--- src/inc/cdc_pkg.sv ---
package cdc_pkg;
	// ==========================================================
	// Register map
	localparam logic [1:0] CDC_ADDR_CTRL0  = 2'h0;
	localparam logic [1:0] CDC_ADDR_CTRL1  = 2'h1;
	localparam logic [1:0] CDC_ADDR_MIRROR = 2'h2;
	localparam logic [1:0] CDC_ADDR_FLAG   = 2'h3;
	// ==========================================================
	// Field positions, control register 0
	localparam int CDC_C0_ENABLE = 7;
	localparam int CDC_C0_RESULT = 6;
	localparam int CDC_C0_PINOE  = 5;
	localparam int CDC_C0_INVERT = 4;
	localparam int CDC_C0_SPEED  = 2;
	localparam int CDC_C0_HYST   = 1;
	localparam int CDC_C0_SYNC   = 0;
	// Field positions, control register 1
	localparam int CDC_C1_RISE   = 7;
	localparam int CDC_C1_FALL   = 6;
	localparam int CDC_C1_PCH_LO = 4;
	localparam int CDC_C1_NCH_LO = 0;
	// Flag register
	localparam int CDC_FLAG_BIT  = 0;
	// ==========================================================
	// Reset values
	localparam logic [7:0] CDC_CTRL0_RST = 8'h04;
	localparam logic [7:0] CDC_CTRL1_RST = 8'h00;
	// Writable masks
	localparam logic [7:0] CDC_CTRL0_WMASK = 8'hb7;
	localparam logic [7:0] CDC_CTRL1_WMASK = 8'hf7;
	// ==========================================================
	// Positive channel codes
	localparam logic [1:0] CDC_PCH_PIN = 2'h0;
	localparam logic [1:0] CDC_PCH_DAC = 2'h1;
	localparam logic [1:0] CDC_PCH_FVR = 2'h2;
	localparam logic [1:0] CDC_PCH_GND = 2'h3;
	// Negative channel codes
	localparam logic [2:0] CDC_NCH_PIN_A = 3'h0;
	localparam logic [2:0] CDC_NCH_PIN_B = 3'h1;
	localparam logic [2:0] CDC_NCH_FVR   = 3'h4;

	typedef struct packed {
		logic       enable;
		logic       hyst;
		logic       speed;
		logic [3:0] pos_onehot;
		logic [2:0] neg_onehot;
	} cdc_analog_s;
endpackage

--- src/verilog/cdc_comparator_ctrl.sv ---
// Functional notes
// - Sync mode latches result on timer falling edge
// - Falling edge taken from prescaler output when prescaler in use, else from timer clock
// - Timer counts rising, latch on falling edge
// - Sync clear passes result straight through
// - Separate rise/fall detectors set enabled flag
// - Flag stays set until software clears
// - Set beats simultaneous software clear
// - Invert toggles count as edges, enable toggles only while raw compare is high
// - Result is compare, inverted when invert set
// - Pin out enable overrides latch, needs direction
// - Positive select: pin, DAC, FIXED_VOLTAGE_REF, ground
// - Negative select: pin A, pin B, FIXED_VOLTAGE_REF
// - Speed bit resets to one
// - Hysteresis bit commands analog hysteresis
// - Enable bit powers comparator, resets zero
// - Mirror register bit 0 is result
// - Internal result registered every cycle
// - Disabled comparator disconnects all inputs
module cdc_comparator_ctrl
	import cdc_pkg::*;
(
	input  wire logic        mclk_i,
	input  wire logic        sys_rst_i,
	input  wire logic [1:0]  addr_i,
	input  wire logic [7:0]  wdata_i,
	input  wire logic        wr_i,
	input  wire logic        rd_i,
	output logic      [7:0]  rdata_o,
	input  wire logic        cmp_raw_i,
	input  wire logic        timer_clk_i,
	input  wire logic        prescaler_clk_i,
	input  wire logic        prescaler_used_i,
	input  wire logic        pin_direction_i,
	output cdc_analog_s      analog_o,
	output logic             timer_cmp_o,
	output logic             pin_out_o,
	output logic             pin_oe_o,
	output logic             cmp_irq_flag_o
);
	// ==========================================================
	// Input synchronisers
	logic [1:0] raw_sync;
	logic [1:0] tclk_sync;
	logic [1:0] pclk_sync;
	logic       tsrc_prev;
	always_ff @(posedge mclk_i) begin
		if (sys_rst_i) begin
			raw_sync  <= 2'h0;
			tclk_sync <= 2'h0;
			pclk_sync <= 2'h0;
		end else begin
			raw_sync  <= {raw_sync[0], cmp_raw_i};
			tclk_sync <= {tclk_sync[0], timer_clk_i};
			pclk_sync <= {pclk_sync[0], prescaler_clk_i};
		end
	end

	// ==========================================================
	// Registers
	logic [7:0] ctrl0;
	logic [7:0] ctrl1;
	logic       cmp_irq_flag;
	logic       cmp_result;
	logic       result_prev;
	logic       sync_latch;

	wire cmp_enable       = ctrl0[CDC_C0_ENABLE];
	wire cmp_pin_out_enable = ctrl0[CDC_C0_PINOE];
	wire cmp_invert       = ctrl0[CDC_C0_INVERT];
	wire cmp_speed_select = ctrl0[CDC_C0_SPEED];
	wire cmp_hysteresis_on = ctrl0[CDC_C0_HYST];
	wire cmp_sync_to_timer = ctrl0[CDC_C0_SYNC];
	wire rise_edge_irq_en = ctrl1[CDC_C1_RISE];
	wire fall_edge_irq_en = ctrl1[CDC_C1_FALL];
	wire [1:0] pos_channel_sel = ctrl1[CDC_C1_PCH_LO +: 2];
	wire [2:0] neg_channel_sel = ctrl1[CDC_C1_NCH_LO +: 3];

	wire wr_ctrl0 = wr_i && (addr_i == CDC_ADDR_CTRL0);
	wire wr_ctrl1 = wr_i && (addr_i == CDC_ADDR_CTRL1);
	wire clr_flag = wr_i && (addr_i == CDC_ADDR_FLAG) && !wdata_i[CDC_FLAG_BIT];

	always_ff @(posedge mclk_i) begin
		if (sys_rst_i) begin
			ctrl0 <= CDC_CTRL0_RST;
			ctrl1 <= CDC_CTRL1_RST;
		end else begin
			if (wr_ctrl0)
				ctrl0 <= wdata_i & CDC_CTRL0_WMASK;
			if (wr_ctrl1)
				ctrl1 <= wdata_i & CDC_CTRL1_WMASK;
		end
	end

	// ==========================================================
	// Result path; comparator output seen as zero when off
	wire cmp_gated   = cmp_enable & raw_sync[1];
	wire next_result = cmp_gated ^ cmp_invert;

	// Edge source: prescaler output when prescaler in use
	wire tsrc     = prescaler_used_i ? pclk_sync[1] : tclk_sync[1];
	// Latch on falling edge; the timer counts on rising, so no race
	wire tsrc_fall = tsrc_prev && !tsrc;

	always_ff @(posedge mclk_i) begin
		if (sys_rst_i) begin
			cmp_result  <= 1'b0;
			result_prev <= 1'b0;
			sync_latch  <= 1'b0;
			tsrc_prev   <= 1'b0;
		end else begin
			cmp_result  <= next_result;
			result_prev <= cmp_result;
			tsrc_prev   <= tsrc;
			if (tsrc_fall)
				sync_latch <= cmp_result;
		end
	end

	// ==========================================================
	// Edge detection and flag
	wire rise_seen = cmp_result && !result_prev;
	wire fall_seen = !cmp_result && result_prev;
	wire flag_set  = (rise_seen && rise_edge_irq_en) || (fall_seen && fall_edge_irq_en);

	always_ff @(posedge mclk_i) begin
		if (sys_rst_i)
			cmp_irq_flag <= 1'b0;
		else if (flag_set)
			cmp_irq_flag <= 1'b1;
		else if (clr_flag)
			cmp_irq_flag <= 1'b0;
	end

	// ==========================================================
	// Outputs; async mode uses the single-cycle result with no timer latch
	wire next_ext = cmp_sync_to_timer ? sync_latch : cmp_result;

	wire [3:0] pos_onehot = cmp_enable ? (4'h1 << pos_channel_sel) : 4'h0;
	wire [2:0] neg_onehot = !cmp_enable ? 3'h0 :
		(neg_channel_sel == CDC_NCH_PIN_A) ? 3'h1 :
		(neg_channel_sel == CDC_NCH_PIN_B) ? 3'h2 :
		(neg_channel_sel == CDC_NCH_FVR)   ? 3'h4 : 3'h0;

	wire [7:0] rd_val =
		(addr_i == CDC_ADDR_CTRL0)  ? ((ctrl0 & CDC_CTRL0_WMASK) | {1'b0, cmp_result, 6'h00}) :
		(addr_i == CDC_ADDR_CTRL1)  ? ctrl1 :
		(addr_i == CDC_ADDR_MIRROR) ? {7'h00, cmp_result} :
		{7'h00, cmp_irq_flag};

	always_ff @(posedge mclk_i) begin
		if (sys_rst_i) begin
			rdata_o        <= 8'h00;
			analog_o       <= '{enable: 1'b0, hyst: 1'b0, speed: 1'b1, pos_onehot: 4'h0, neg_onehot: 3'h0};
			timer_cmp_o    <= 1'b0;
			pin_out_o      <= 1'b0;
			pin_oe_o       <= 1'b0;
			cmp_irq_flag_o <= 1'b0;
		end else begin
			rdata_o        <= rd_i ? rd_val : 8'h00;
			analog_o       <= '{enable: cmp_enable, hyst: cmp_hysteresis_on, speed: cmp_speed_select,
				pos_onehot: pos_onehot, neg_onehot: neg_onehot};
			timer_cmp_o    <= next_ext;
			pin_out_o      <= next_ext;
			pin_oe_o       <= cmp_pin_out_enable && !pin_direction_i;
			cmp_irq_flag_o <= flag_set || (cmp_irq_flag && !clr_flag);
		end
	end
endmodule
--- config.mk ---
export PLATFORM = sky130hd
export DESIGN_NAME = cdc_comparator_ctrl
export DESIGN_NICKNAME = d
export VERILOG_FILES = /design/src/inc/cdc_pkg.sv /design/src/verilog/cdc_comparator_ctrl.sv
export SDC_FILE = /design/constraint.sdc
export NUM_CORES = 1
export LEC_CHECK = 0
export CAP_MARGIN = 20
export CORE_ASPECT_RATIO = 1.2
export CORE_MARGIN = 1
export CORE_UTILIZATION = 55
export DETAILED_ROUTE_END_ITERATION = 6
export DONT_BUFFER_PORTS = 1
export GPL_TIMING_DRIVEN = 1
export HOLD_SLACK_MARGIN = 0.08
export PLACE_DENSITY_LB_ADDON = 0.12
export SYNTH_ARGS = -nofsm -noshare
export SYNTH_HDL_FRONTEND = slang
export SYNTH_SLANG_ARGS = --single-unit
--- constraint.sdc ---
create_clock -name mclk_i -period 1.35 [get_ports mclk_i]
set_input_delay 0.135 -clock mclk_i [delete_from_list [all_inputs] [get_ports mclk_i]]
set_output_delay 0.135 -clock mclk_i [all_outputs]
set_load 0.005 [all_outputs]
== Yosys cells after proc, flatten, opt, wreduce, memory -nomap -nowiden ==
Cells that the tools add are included.
Widths: inputs -> output; s select.
Storage, ports and cells
  register bits: 45
  bits of input ports: 19
  output and inout bits: 22
  word-level logic and storage cells: 68
Operators by class
  eq/ne operators: 5
  shift-type cells: 1
  mux-type cells: 10
  bitwise operators: 5
  reduce and logical (&&, ||, !) cells: 26
Operators by type and width (count)
  $mux 8: 2
  $logic_and 1x1->1: 11
  $or 8x7->8: 1
  $logic_not 1->1: 6
  $mux 1: 6
  $eq 2x2->1 const B: 2
  $reduce_or 2->1: 2
  $reduce_or 4->1: 1
  $shl 1x2->4 const A: 1
  $eq 3x1->1 const B: 1
  $eq 3x3->1 const B: 1
  $logic_not 3->1: 1
  $mux 3: 1
  $reduce_or 3->1: 1
  $eq 2x1->1 const B: 1
  $logic_not 2->1: 1
  $logic_or 1x1->1: 2
  $mux 2: 1
  $not 1->1: 2
  $reduce_bool 2->1: 1
  $and 1x1->1: 1
  $xor 1x1->1: 1

== Longest topological paths before layout ==
  word-level depth: 6
  mapped depth: 5
  mapped depth without buffers: 3

== Worst setup path before layout ==
No wires, ideal clock.
  path kind: input to register
  start: in addr_i[0]
  end: reg rdata_o[0]
  library setup time: 0.116 ns
  arrival: 0.973 ns
  required time: 1.234 ns
  path slack: 0.261 ns
  stages on the path: 3
  path buffers: 1
  cell sequence: buf_6 > mux4_1 > and3b_1
Between the ends
  cells in the longest elaborated chain, start to end: 4
  elaborated cells on any way between the ends: 6
  those cells by class: eq/ne: 2; mux: 3; reduce/logical: 1
RTL lines
  start, declared: line cdc_comparator_ctrl.sv:25  | input wire logic [1:0] addr_i,
  $eq 2x2->1: line cdc_comparator_ctrl.sv:148  | (addr_i == CDC_ADDR_MIRROR) ? {7'h00, cmp_result} :
  $mux 1: line cdc_comparator_ctrl.sv:148
  $mux 8: line cdc_comparator_ctrl.sv:147  | (addr_i == CDC_ADDR_CTRL1) ? ctrl1 :
  $mux 8 *: line cdc_comparator_ctrl.sv:146  | (addr_i == CDC_ADDR_CTRL0) ? ((ctrl0 & CDC_CTRL0_WMASK) | {1'b0, cmp_result, 6'h00}) :
  end signal, assigned: line cdc_comparator_ctrl.sv:160  | rdata_o <= rd_i ? rd_val : 8'h00;
  end, declared: line cdc_comparator_ctrl.sv:29  | output logic [7:0] rdata_o,
Mark *: on every way between the ends. The rest lies on a longest branch, timed or not.
A chain may end at the register's enable or synchronous reset.

== Final worst setup path ==
  start: reg ctrl0[0]
  end: reg pin_out_o
Between the ends
  cells in the longest elaborated chain, start to end: 1
RTL lines
  start, declared: line cdc_comparator_ctrl.sv:61  | logic [7:0] ctrl0;
  start signal, assigned: line cdc_comparator_ctrl.sv:89  | ctrl0 <= wdata_i & CDC_CTRL0_WMASK;
  $mux 1: line cdc_comparator_ctrl.sv:137  | wire next_ext = cmp_sync_to_timer ? sync_latch : cmp_result;
  end signal, assigned: line cdc_comparator_ctrl.sv:164  | pin_out_o <= next_ext;
  end, declared: line cdc_comparator_ctrl.sv:37  | output logic pin_out_o,
No other way between the ends.

==> qor.yml <==
status: "complete, no violations"
crit_chain: "mux2i_1 -> nor2_1 -> dlygate4sd3_1"
finalSetupViolCount: 0
drtPass1Iterations: 4
hp-start: "wdata_i[0]"
route.vias.total: 1023
clock_path_buffers: 2
synthAdderAreaFrac_pct: 0
power_switching_mw: 0.4801
syn_area_per_cell_sq_um: 11.23
fp.dieH_um: 59.09
cap_violations: 0
p_seq_share_pct: 59.1
hold_violations: 0
synth_area_sq_um: 1494
whs_endpoint: "cmp_irq_flag$_SDFFE_PP0P_"
n_fill_cell: 217
synthXorXnorAreaFrac_pct: 0.5863
place_ws_ns: 0.2092
cts_setup_buffers: 0
core_area_sq_um: 2552
finalCriticalPeriod_ns: 1.285
worstSetupPathType: "reg -> reg"
slew_headroom_pct: 61.25
synth_compound_area_share_pct: 2.764
cp_top_family: "buffers and inverters"
drive_above_1_share_pct: 8.642
critPathBufInv: 1
clk_pin_slew_ns: 0.12
r2r_slack_ns: 0.07
rsz0062_at_grt: "no"
path_max_fanout: 3
max_stage_delay_ns: 0.54
wire_per_inst_um: 15.37
required_ns: 1.61
end_kind: "flip-flop"
grt_overflow: 0
gp_congestion: 0.7275
synth_cells: 133
vias_per_cell: 5.246
cp.arrival_ns: 1.55
track_usage_pct: 23.44
die_width_um: 49.58
ir_drop_mv: 1.022
clock.fmax_mhz: 778.4
ys_ff_latch: 44
floorplan.io_pins: 41
cts_buffers: 5
finalClockSkew_ns: 0.01247
htreeDepth: 2
p_leak_nw: 0.8151
clk_latency_ns: 0.36
synth_nets: 152
final_common_cell: "dfxtp_1"
area_growth_pct: 24.20
portBuffers: 0
critPathLaunchType: "flip-flop"
yosys_warnings: 0
synthDistinctLibCells: 26
p_per_area_nw_per_um2: 1231
p_clk_share_pct: 34.8
worst_pin_slew_ns: 0.5813
detail_route.wirelength_um: 2997
worst_path_max_delay_cell: "dlygate4sd3_1"
diodes: 0
drv_slew: 0
worstRegToRegCells: 3
grt_max_degree: 19
grt_antenna_before_repair: 0
cts-root-buf: "clkbuf_4"
grt_pass1_vias: 1115
hp-class: "in -> reg"
ys_seq_area_share_pct: 58.96
setup_slack_ns: 0.06528
period_share_pct: 95.16
nets: 180
power.internal_mw: 1.804
cp.depth: 3
ant_nets: 0
grt_pass1_wl_um: 4899
synth.area.mux_share_pct: 15.16
start_util_pct: 58.53
drt_iter0_drc: 19
holdPathStages: 3
r2r_start: "ctrl0[0]$_SDFFE_PP0P_"
die-area_sq_um: 2929
tns_ns: 0
hpwl_um: 1658
drc: 0
num_rows: 20
netSwitchingFraction_pct: 21.02
clock-sinks: 44
combPwrFrac_pct: 6.1
final_cell_mix: "dfxtp_1, dlygate4sd3_1, nor2_1"
cts_tree: "built"
r2r_end: "pin_out_o$_SDFF_PP0_"
yosys.area_share.simple_pct: 19.10
synth_top_family_by_area: "simple AND/OR/NAND/NOR gates"
## area by class of cell
class	instances	area, sq um	area share (%)
multi-input combinational	81	569.3	30.68
tap	33	41.29	2.225
sequential	44	880.8	47.47
clock buffer	6	41.29	2.225
timing repair buffer	29	287.8	15.51
clock inverter	2	35.03	1.888
## flip-flops by register name, indices dropped and copies added (netlist names)
register and count:
sync_latch 1, ctrl1 7, tsrc_prev 1, pin_out_o 1
rdata_o 7, result_prev 1, tclk_sync 2, analog_o 10
raw_sync 2, cmp_irq_flag_o 1, ctrl0 6, cmp_irq_flag 1
pclk_sync 2, cmp_result 1, pin_oe_o 1
## worst register-to-register path, stage by stage, from the launching register on
cell           delay, ns
dfxtp_1             0.41
mux2i_1             0.20
nor2_1              0.06
dlygate4sd3_1       0.54
## cells in the mapped netlist
cell type / instances / share of area (%)
dfxtp_1: 44 / 59
nor2_1: 22 / 5.5
mux2i_1: 20 / 13
nor2b_1: 10 / 4.2
nand2_1: 5 / 1.3
nor3b_1: 4 / 2.0
a21oi_1: 3 / 1.0
clkbuf_1: 3 / 0.75
and3b_1: 2 / 1.2
buf_2: 2 / 0.67
buf_4: 2 / 1.0
nand2b_1: 2 / 0.84
a211o_1: 1 / 0.59
a31o_2: 1 / 0.59
and3_1: 1 / 0.42
buf_6: 1 / 0.75
conb_1: 1 / 0.25
mux4_1: 1 / 1.8
nand3b_1: 1 / 0.50
nand4b_1: 1 / 0.59
nor3_1: 1 / 0.33
nor3b_4: 1 / 1.3
o22a_1: 1 / 0.59
or2_2: 1 / 0.42
or3b_2: 1 / 0.59
xor2_1: 1 / 0.59
## per-stage QoR
| stage | hold slack (ns) | std cells | total power, mW | utilization (%) | instance area (sq um) |
|---|---|---|---|---|---|
| 2_1_floorplan | 0.2108 | 133 | 1.457 | - | 1494 |
| 3_3_place_gp | 0.2096 | 160 | 1.448 | 58.87 | 1503 |
| 3_5_place_dp | 0.2109 | 160 | 1.452 | 58.87 | 1503 |
| 4_1_cts | 0.09287 | 195 | 2.284 | 72.45 | 1849 |
| 5_1_grt | 0.1028 | 195 | 2.367 | 72.70 | 1856 |
| 6_report | 0.1030 | 195 | 2.284 | 72.70 | 1856 |
## how the worst max path moves through the flow
stage / startpoint / endpoint / slack (ns)
floorplan: addr_i[0] / rdata_o[0]$_SDFF_PP0_ / 0.26
global placement: ctrl1[0]$_SDFFE_PP0P_ / rdata_o[0]$_SDFF_PP0_ / 0.23
detailed placement: cmp_result$_SDFF_PP0_ / rdata_o[0]$_SDFF_PP0_ / 0.21
CTS: sys_rst_i / rdata_o[6]$_SDFF_PP0_ / 0.004
global route: ctrl0[0]$_SDFFE_PP0P_ / pin_out_o$_SDFF_PP0_ / 0.01
finish: ctrl0[0]$_SDFFE_PP0P_ / pin_out_o$_SDFF_PP0_ / 0.07
## routing by layer
| metal | global-route usage, % | routed length (um) | up-vias |
|---|---|---|---|
| li1 | - | - | 495 |
| met4 | 11.02 | 57 | 0 |
| met5 | 0 | 0 | - |
| met2 | 40.73 | 1560 | 39 |
| met3 | 9.231 | 186 | 7 |
| met1 | 24.88 | 1193 | 482 |
## what timing repair did
item | 4_1_cts | 5_1_grt
endpoints found under the setup margin | 0 | 7
gates resized for setup | 0 | 2
hold buffers | 27 | 0
hold endpoints to repair | 40 | 0
## logic make-up after synthesis
family	after synthesis
muxes	21
and+or+nand+nor	52
other	1
DFF	44
AOI/OAI and AO/OA	6
buffers and inverters	8
xor gates and xnor gates	1
## power by group through the flow
stage / sequential (mW) / combinational, mW / clock (mW)
after floorplan: 1.37 / 0.0854 / 0
after global placement: 1.38 / 0.0719 / 0
after detailed placement: 1.38 / 0.0747 / 0
after CTS: 1.35 / 0.135 / 0.801
after global routing: 1.35 / 0.150 / 0.863
final: 1.35 / 0.140 / 0.795
Power figures use the tool's default switching activity.
